===== src/iocfg_defines.svh =====
`ifndef IOCFG_DEFINES_SVH
`define IOCFG_DEFINES_SVH

// ----------------------------------------------------------------------
// Offsets in I/O space
// ----------------------------------------------------------------------
`define IOCFG_ADDR_GDATA 6'h07
`define IOCFG_ADDR_OSC 6'h0a
`define IOCFG_ADDR_TRIM 6'h0b
`define IOCFG_ADDR_EDGE 6'h0c
`define IOCFG_ADDR_PAEN 6'h0d

// ----------------------------------------------------------------------
// Field positions and reset values
// ----------------------------------------------------------------------
`define IOCFG_OSC_XEN_BIT 7
`define IOCFG_OSC_DRV_HI 6
`define IOCFG_OSC_DRV_LO 5
`define IOCFG_OSC_PD_BIT 0
`define IOCFG_EDGE_TMR_BIT 4
`define IOCFG_EDGE_PB0_HI 3
`define IOCFG_EDGE_PB0_LO 2
`define IOCFG_EDGE_PA0_HI 1
`define IOCFG_EDGE_PA0_LO 0
`define IOCFG_RST_GDATA 8'h00
`define IOCFG_RST_OSC 8'h00
`define IOCFG_RST_TRIM 8'h00
`define IOCFG_RST_EDGE 8'h00
`define IOCFG_RST_PAEN 8'hff
`define IOCFG_RD_WO 8'h00
// Pins whose enable also gates the digital input path.
`define IOCFG_DIN_PINS 8'hd8

`endif


===== src/iocfg_pkg.sv =====
`default_nettype none
package iocfg_pkg;
  // Crystal oscillator and power-down settings.
  typedef struct packed {
    logic xtal_en;
    logic [1:0] drive;
    logic bg_lvr_pd;
  } iocfg_osc_s;

  // Interrupt edge selections.
  typedef struct packed {
    logic tmr_fall;
    logic [1:0] pb0_sel;
    logic [1:0] pa0_sel;
  } iocfg_edge_s;

  // Bit operations on the data byte.
  typedef enum logic [1:0] {
    IOCFG_BIT_NONE = 2'b00,
    IOCFG_BIT_FLIP = 2'b01,
    IOCFG_BIT_HOLD_UNTIL_CLEAR_INSTR = 2'b10,
    IOCFG_BIT_HOLD_UNTIL_SET_INSTR = 2'b11
  } iocfg_bitop_e;

  // Interrupt request flags.
  typedef struct packed {
    logic tmr;
    logic pb0;
    logic pa0;
  } iocfg_irq_s;
endpackage
`default_nettype wire


===== src/iocfg_bank.sv =====
`include "iocfg_defines.svh"
`default_nettype none
module iocfg_bank #(
  parameter bit EMU_BUILD = 1'b0
) (
  // Clock, resets and enable
  input wire logic clk,
  input wire logic rstn,
  input wire logic wdt_reset,
  input wire logic ce,
  // I/O-space access
  input wire logic [5:0] io_addr,
  input wire logic io_we,
  input wire logic io_re,
  input wire logic [7:0] io_wdata,
  output logic [7:0] io_rdata,
  // Bit operations on the data byte
  input wire iocfg_pkg::iocfg_bitop_e bit_op,
  input wire logic [2:0] bit_sel,
  output logic bit_hold,
  // Settings toward oscillators, power and interrupt edges
  output iocfg_pkg::iocfg_osc_s osc_cfg,
  output logic [7:0] rc_trim,
  output iocfg_pkg::iocfg_edge_s edge_cfg,
  // Port A control
  output logic [7:0] pa_din_en,
  output logic [7:0] pa_wake_en,
  // Event sources and results
  input wire logic [7:0] pa_pin,
  input wire logic pb0_pin,
  input wire logic tmr_bit,
  input wire iocfg_pkg::iocfg_irq_s irq_clr,
  output iocfg_pkg::iocfg_irq_s irq_flag,
  output logic wake_evt
);

  // --------------------------------------------------------------------
  // Helpers
  // --------------------------------------------------------------------
  // Edge match for a two-bit select: both, rising, falling, reserved.
  function automatic logic edge_hit(input logic [1:0] sel,
                                    input logic rise,
                                    input logic fall);
    edge_hit = 1'b0;
    case (sel)
      2'b00: edge_hit = rise | fall;
      2'b01: edge_hit = rise;
      2'b10: edge_hit = fall;
      default: edge_hit = 1'b0;
    endcase
  endfunction

  function automatic logic hit(input logic [5:0] a, input logic [5:0] b);
    hit = (a == b);
  endfunction

  logic [7:0] gdata_q;
  logic [7:0] trim_q;
  logic [7:0] paen_q;
  logic [7:0] pa_meta_q;
  logic [7:0] pa_sync_q;
  logic [7:0] pa_prev_q;
  logic pb0_meta_q;
  logic pb0_sync_q;
  logic pb0_prev_q;
  logic tmr_prev_q;
  logic wake_q;
  logic [7:0] rdata_q;
  iocfg_pkg::iocfg_osc_s osc_q;
  iocfg_pkg::iocfg_edge_s edge_q;
  iocfg_pkg::iocfg_irq_s irq_q;
  iocfg_pkg::iocfg_irq_s irq_set;
  logic [7:0] en_eff;
  logic cur_bit;
  logic wr_gdata;

  // --------------------------------------------------------------------
  // General data byte
  // --------------------------------------------------------------------
  assign wr_gdata = io_we && hit(io_addr, `IOCFG_ADDR_GDATA);
  assign cur_bit = gdata_q[bit_sel];

  // Only the main reset clears it; a watchdog restart must not lose it.
  always_ff @(posedge clk or negedge rstn)
  begin
    if (!rstn)
      gdata_q <= `IOCFG_RST_GDATA;
    else if (ce)
    begin
      if (wr_gdata)
        gdata_q <= io_wdata;
      else if (bit_op == iocfg_pkg::IOCFG_BIT_FLIP)
        gdata_q[bit_sel] <= ~gdata_q[bit_sel];
    end
  end

  // The CPU stalls while the tested bit has not reached its target.
  always_comb
  begin
    case (bit_op)
      iocfg_pkg::IOCFG_BIT_HOLD_UNTIL_CLEAR_INSTR: bit_hold = cur_bit;
      iocfg_pkg::IOCFG_BIT_HOLD_UNTIL_SET_INSTR: bit_hold = ~cur_bit;
      default: bit_hold = 1'b0;
    endcase
  end

  // --------------------------------------------------------------------
  // Write-only settings
  // --------------------------------------------------------------------
  // A watchdog restart returns every setting to its reset value.
  always_ff @(posedge clk or negedge rstn)
  begin
    if (!rstn)
      osc_q <= '0;
    else if (ce)
    begin
      if (wdt_reset)
        osc_q <= '0;
      else if (io_we && hit(io_addr, `IOCFG_ADDR_OSC))
      begin
        osc_q.xtal_en <= io_wdata[`IOCFG_OSC_XEN_BIT];
        osc_q.drive <=
          io_wdata[`IOCFG_OSC_DRV_HI:`IOCFG_OSC_DRV_LO];
        osc_q.bg_lvr_pd <= io_wdata[`IOCFG_OSC_PD_BIT];
      end
    end
  end

  // Trim is written only by calibration code at start-up.
  always_ff @(posedge clk or negedge rstn)
  begin
    if (!rstn)
      trim_q <= `IOCFG_RST_TRIM;
    else if (ce)
    begin
      if (wdt_reset)
        trim_q <= `IOCFG_RST_TRIM;
      else if (io_we && hit(io_addr, `IOCFG_ADDR_TRIM))
        trim_q <= io_wdata;
    end
  end

  always_ff @(posedge clk or negedge rstn)
  begin
    if (!rstn)
      edge_q <= '0;
    else if (ce)
    begin
      if (wdt_reset)
        edge_q <= '0;
      else if (io_we && hit(io_addr, `IOCFG_ADDR_EDGE))
      begin
        edge_q.tmr_fall <= io_wdata[`IOCFG_EDGE_TMR_BIT];
        edge_q.pb0_sel <=
          io_wdata[`IOCFG_EDGE_PB0_HI:`IOCFG_EDGE_PB0_LO];
        edge_q.pa0_sel <=
          io_wdata[`IOCFG_EDGE_PA0_HI:`IOCFG_EDGE_PA0_LO];
      end
    end
  end

  always_ff @(posedge clk or negedge rstn)
  begin
    if (!rstn)
      paen_q <= `IOCFG_RST_PAEN;
    else if (ce)
    begin
      if (wdt_reset)
        paen_q <= `IOCFG_RST_PAEN;
      else if (io_we && hit(io_addr, `IOCFG_ADDR_PAEN))
        paen_q <= io_wdata;
    end
  end

  // Emulator silicon reads the stored bits with opposite sense.
  assign en_eff = EMU_BUILD ? ~paen_q : paen_q;
  assign pa_din_en = en_eff & `IOCFG_DIN_PINS;
  assign pa_wake_en = en_eff;
  assign osc_cfg = osc_q;
  assign rc_trim = trim_q;
  assign edge_cfg = edge_q;

  // --------------------------------------------------------------------
  // Read path
  // --------------------------------------------------------------------
  // Reads have no side effect; write-only registers give a fixed filler.
  always_ff @(posedge clk or negedge rstn)
  begin
    if (!rstn)
      rdata_q <= 8'h00;
    else if (ce && io_re)
    begin
      if (hit(io_addr, `IOCFG_ADDR_GDATA))
        rdata_q <= gdata_q;
      else
        rdata_q <= `IOCFG_RD_WO;
    end
  end
  assign io_rdata = rdata_q;

  // --------------------------------------------------------------------
  // Pin synchronisers and edge history
  // --------------------------------------------------------------------
  // Pins are asynchronous; two stages before any logic looks at them.
  always_ff @(posedge clk or negedge rstn)
  begin
    if (!rstn)
    begin
      pa_meta_q <= 8'h00;
      pa_sync_q <= 8'h00;
      pa_prev_q <= 8'h00;
      pb0_meta_q <= 1'b0;
      pb0_sync_q <= 1'b0;
      pb0_prev_q <= 1'b0;
      tmr_prev_q <= 1'b0;
    end
    else if (ce)
    begin
      pa_meta_q <= pa_pin;
      pa_sync_q <= pa_meta_q;
      pa_prev_q <= pa_sync_q;
      pb0_meta_q <= pb0_pin;
      pb0_sync_q <= pb0_meta_q;
      pb0_prev_q <= pb0_sync_q;
      tmr_prev_q <= tmr_bit;
    end
  end

  // --------------------------------------------------------------------
  // Interrupt request flags
  // --------------------------------------------------------------------
  always_comb
  begin
    irq_set.tmr = edge_q.tmr_fall ? (tmr_prev_q & ~tmr_bit)
                                  : (~tmr_prev_q & tmr_bit);
    irq_set.pb0 = edge_hit(edge_q.pb0_sel, ~pb0_prev_q & pb0_sync_q,
                           pb0_prev_q & ~pb0_sync_q);
    irq_set.pa0 = en_eff[0] &
                  edge_hit(edge_q.pa0_sel, ~pa_prev_q[0] & pa_sync_q[0],
                           pa_prev_q[0] & ~pa_sync_q[0]);
  end

  // A new edge in the clearing cycle keeps the flag set.
  always_ff @(posedge clk or negedge rstn)
  begin
    if (!rstn)
      irq_q <= '0;
    else if (ce)
    begin
      if (wdt_reset)
        irq_q <= '0;
      else
        irq_q <= irq_set | (irq_q & ~irq_clr);
    end
  end
  assign irq_flag = irq_q;

  // --------------------------------------------------------------------
  // Wake-up on enabled pin toggles
  // --------------------------------------------------------------------
  always_ff @(posedge clk or negedge rstn)
  begin
    if (!rstn)
      wake_q <= 1'b0;
    else if (ce)
      wake_q <= |((pa_sync_q ^ pa_prev_q) & en_eff);
  end
  assign wake_evt = wake_q;
endmodule // iocfg_bank
`default_nettype wire


===== config.mk =====
export PLATFORM = sky130hd
export DESIGN_NAME = iocfg_bank
export DESIGN_NICKNAME = d
export VERILOG_FILES = /design/src/iocfg_pkg.sv /design/src/iocfg_bank.sv
export VERILOG_INCLUDE_DIRS = /design/src
export SDC_FILE = /design/constraint.sdc
export NUM_CORES = 1
export LEC_CHECK = 0
export ABC_AREA = 1
export BUFFER_PORTS_ARGS = -buffer_cell sky130_fd_sc_hd__buf_2
export CORE_ASPECT_RATIO = 2
export CORE_MARGIN = 3
export CORE_UTILIZATION = 49
export DETAILED_ROUTE_END_ITERATION = 7
export PLACE_DENSITY = 0.76
export SLEW_MARGIN = 10
export SYNTH_ARGS = -nofsm -noshare
export SYNTH_HDL_FRONTEND = slang
export SYNTH_SLANG_ARGS = --single-unit

===== constraint.sdc =====
create_clock -name clk -period 1.3 [get_ports clk]
set_input_delay 0.26 -clock clk [delete_from_list [all_inputs] [get_ports clk]]
set_output_delay 0.26 -clock clk [all_outputs]
set_load 0.03 [all_outputs]

Yosys cells after proc, flatten, opt, wreduce, memory -nomap -nowiden
Cells that the tools add are included.

cells by class
  reduce and logical (&&, ||, !) cells = 20
  $lt $le $gt $ge = 2
  bitwise gates (word level) = 21
  eq/ne operators = 12
  muxes and demuxes = 21

operator list
  kind                count
  $mux 8              7
  $eq 6x4->1 const B  4
  $mux 5              2
  $reduce_and 2->1    5
  $reduce_bool 2->1   5
  $and 8x8->8         1
  $bwmux 8            1
  $eq 2x2->1 const B  4
  $mux 4              2
  $reduce_or 8->1     1
  $xor 8x8->8         1
  $and 1x1->1         7
  $logic_and 1x1->1   7
  $not 1->1           7
  $eq 2x1->1 const B  3
  $eq 6x3->1 const B  1
  $pmux 1 s3          2
  $logic_not 2->1     2
  $lt 3x4->1 const B  1
  $and 3x3->3         1
  $bmux 1 s3          1
  $demux 1 s3         1
  $ge 3x1->1 const B  1
  $mux 1              3
  other kinds (5)     6

storage, ports and cells
  bits of input ports = 38
  flip-flop bits (word level) = 73
  word-level logic and storage cells = 97

Longest topological paths before layout
  word-level depth = 7
  gate-level depth with buffers = 11

Worst setup path after synthesis
Ideal clock, no wire load.

  path type = input port to output port
  start = input bit_sel[0]
  end = output bit_hold
  data arrival time = 1358 ps
  data required time = 1040 ps
  setup slack = -318 ps
  cell stages on the path = 10
  cells stage by stage = buf_4 -> inv_2 -> nand2_1 -> nand2_1 -> nand2_1 -> nand2_1 -> nand2_2 -> nand3_1 -> nand2_1 -> nor2_1

between the ends
  word-level cells in the longest chain between the ends = 4

ends and longest elaborated chain
  item                              RTL line           RTL
  start: declaration                iocfg_bank.sv:19   input wire logic [2:0] bit_sel,
  $bmux 1 s3 (*)                    iocfg_bank.sv:81   assign cur_bit = gdata_q[bit_sel];
  $mux 1 (not written as such) (*)  iocfg_bank.sv:81
  $not 1->1                         iocfg_bank.sv:102  iocfg_pkg::IOCFG_BIT_HOLD_UNTIL_SET_INSTR: bit_hold = ~cur_bit;
  $pmux 1 s2 (*)                    iocfg_bank.sv:100  case (bit_op)
  end: declaration                  iocfg_bank.sv:20   output logic bit_hold,

Every way passes the cells marked *; elsewhere a longest branch is shown, timed or not. The select of a mux whose other input is x is not followed.

Final worst setup path
  start = register gdata_q[5]
  end = output bit_hold

between the ends
  word-level cells in the longest chain between the ends = 4

ends and longest elaborated chain
  item                              RTL line           RTL
  start: declaration                iocfg_bank.sv:57   logic [7:0] gdata_q;
  start signal: assignment          iocfg_bank.sv:87   gdata_q <= `IOCFG_RST_GDATA;
  start signal: assignment          iocfg_bank.sv:91   gdata_q <= io_wdata;
  start signal: indexed assignment  iocfg_bank.sv:93   gdata_q[bit_sel] <= ~gdata_q[bit_sel];
  $bmux 1 s3 (*)                    iocfg_bank.sv:81
  $mux 1 (not written as such) (*)  iocfg_bank.sv:81
  $not 1->1                         iocfg_bank.sv:102
  $pmux 1 s2 (*)                    iocfg_bank.sv:100

Marked as above.

==> summary.txt <==
Outcome
  • Status: finished with violations
  • Failing checks: negative setup slack

Critical path
  • Critical path launch point type: flop
  • Crit path from: gdata_q[5]$_DFFE_PN0P_
  • Top delay family on crit path: simple AND/OR/NAND/NOR gates
  • Setup slack, reg-to-reg: 0 ns
  • Slowest stage delay, CP: 0.38 ns
  • Critical path type: flop to output pin
  • CP max-delay cell: dfrtp_1
  • Max Fanout on Critical Path: 3
  • CP Capture Type: output pin
  • CP Data Required Time: 1.04 ns
  • Worst-path cell chain: nand2_1, nand2_1, nand2_1, nand2_1, nand2_2, a21oi_2, nor2_4, buf_6
  • RR Startpoint: gdata_q[5]$_DFFE_PN0P_
  • Most frequent cell on the critical path: nand2_1
  • Worst EP arrival: 1.45 ns
  • Buf/Inv on CP: 1

Timing
  • Max-slew headroom: 59.2%
  • RSZ-0062 raised after global routing: yes
  • Crit path time final: 1.71 ns
  • Final period utilization: 131%
  • Final hold slack: 0.129 ns
  • Setup TNS: -0.436 ns
  • Final hold vios: 0
  • Slew @ Worst Pin: 0.613 ns
  • Worst setup margin: -0.407 ns
  • F_max: 586 MHz
  • Max Slew Vio Count: 0
  • Skew final: 0.00350 ns
  • Final setup viols: 5

GRT
  • First-pass GRT wire length: 16100 um
  • Initial antenna violation count: 0
  • Gr ovfl total: 0
  • Largest net degree at the start of global routing: 74
  • Vias in the first global route: 3442
  • Tot GR Track Use: 24.7%

Power and ir drop
  • Pwr Density: 1360 nW/um2
  • Pleak: 2.59 nW
  • Total power: 6.54 mW
  • Worst VDD drop: 0.699 mV

Clock network
  • CTS tree: built
  • Clock tree buffer depth: 2
  • Worst-path clk slew: 0.06 ns
  • Clock Tree Root: clkbuf_16
  • Clock Sinks: 73
  • H-tree levels: 3
  • Worst-Skew Late Latency: 0.33 ns
  • CTS Buf Count: 9

Placement
  • Placed Area: 4360 um2
  • Hpwl dp: 7410 um
  • Routability Congestion: 0.956
  • Port Buffers: 79

Detailed routing
  • Routed vias: 3514
  • DRT iter0 DRCs: 269
  • DRT Pass-1 Iters: 4
  • Via density: 5.15
  • Wirelength, routed: 10000 um
  • DR WL/cell: 14.7 um
  • Antenna Nets Post-Route: 0
  • Residual DRC: 0

Hold path
  • Hold/Removal Path Class: primary input to flop
  • Hold Startpoint: pa_pin[7]

Cells and area
  • Area growth from synthesis to layout: 27.5%
  • Number of inserted diodes: 0
  • Post-layout util: 65.3%
  • Final Cell Area: 4820 um2
  • Share of post-route cells with drive strength above 1: 28.6%
  • Nets: 627
  • Most frequent cells in the layout: 180 x nand2_1, 66 x buf_2, 65 x dfrtp_1
  • Most common cell after layout, fill and taps aside: nand2_1

Floorplan
  • Initial Util: 51.2%
  • Ports: 84
  • Die Wd: 68.1 um
  • Rows: 44
  • Die height: 130 um
  • Core ar.: 7380 um2
  • Die area: 8870 um2

Synthesis
  • Main synth FF type: dfrtp_1
  • Synthesized instance count: 487
  • Asr flop ratio synth: 100%
  • Yosys warnings: 0
  • Synthesis-stage register bit count: 73
  • Syn_area_per_cell: 7.76 um2
  • Number of synthesized flops with an enable pin: 0
  • Cell variety after synth: 30
  • Synthesized cell area: 3780 um2
  • Sequential fraction of the synthesis area: 48.6%

Run
  • Max-cap violations: 0
flip-flops by register name (all words and copies together) (netlist names), 4 cells and up:
register	cells
pa_prev_q	8
edge_cfg	5
gdata_q	8
osc_cfg	4
rc_trim	8
pa_sync_q	8
pa_wake_en	8
pa_meta_q	8
io_rdata	8
cell type report:
type	count	area [um2]
repair buffers	108	734
flip-flops and latches	73	1840
clock inverters	4	52.6
fillers	674	2560
multi-input cells	341	1630
well taps	92	115
clock buffers	12	246
inverters	52	203
Yosys cell counts, types with 2 or more instances:
library cell | count | area [um2]
buf_6 | 3 | 33.8
nand2_1 | 182 | 683
dfrtp_1 | 65 | 1630
nand2_2 | 5 | 31.3
ha_1 | 4 | 50.1
nor2_1 | 23 | 86.3
inv_1 | 50 | 188
o21ai_1 | 17 | 85.1
a21oi_1 | 6 | 30.0
nor2_4 | 2 | 22.5
nor2_2 | 2 | 12.5
buf_4 | 10 | 75.1
nand3_1 | 25 | 125
inv_2 | 2 | 7.51
buf_2 | 5 | 25.0
o21ai_0 | 37 | 185
o21ai_2 | 18 | 158
dfstp_2 | 8 | 210
clkbuf_1 | 5 | 18.8
nor3_1 | 8 | 40.0
per-layer routing:
| layer | GRT usage [%] | wire length (um) | part of all wire, % |
|---|---|---|---|
| met1 | 27.1 | 3710 | 37 |
| met2 | 45.2 | 5630 | 56 |
| met3 | 3.45 | 323 | 3.2 |
| met4 | 11.0 | 366 | 3.7 |
| met5 | 0 | 0 | 0 |
tightest hold or removal path, cell delays in order:
cell and delay, ns:
buf_2 0.07, nand2_1 0.04, nand2_1 0.05
power by group:
group          internal [mW]  leakage [nW]  switching [mW]  total [mW]
clock network           1.54         0.147           0.927        2.47
registers               2.53         0.926           0.176        2.70
logic                  0.508          1.52           0.866        1.37
total                   4.58          2.59            1.97        6.54
repair_timing:
item,in CTS,in global routing
endpoints found under the hold margin,65,0
pin swaps,5,2
gates cloned,0,0
gates resized for setup,28,2
setup buffers,5,2
hold buffers,1,0
setup endpoints to repair,14,22
per-stage QoR:
stage               cells  worst slack, ns
finish                682           -0.407
global route          682           -0.489
CTS                   680           -0.415
detailed placement    658           -0.242
global placement      658           -0.203
floorplan             490          -0.0596
worst paths after layout:
path	to	cells after the start
min in group asynchronous	edge_cfg[4]$_DFFE_PN0P_	3
max in group asynchronous	pa_wake_en[2]$_DFFE_PN1P_	3
setup / recovery	bit_hold	8
hold / removal	pa_meta_q[7]$_DFFE_PN0P_	3
setup reg to reg	gdata_q[5]$_DFFE_PN0P_	10
hold reg to reg	pa_meta_q[2]$_DFFE_PN0P_	2
cells by family (layout without fill, tap and decap cells):
kind of cell	count (synthesis)	after routing	synth area share, %
adders and majority gates	4	4	1.32
and+or+nand+nor	253	253	28.1
buffers and inverters	76	176	9.30
DFF	73	73	48.6
AOI/OAI and AO/OA	80	80	12.5
other	1	4	0.0992
No activity file was read; power rests on OpenSTA's default activity.
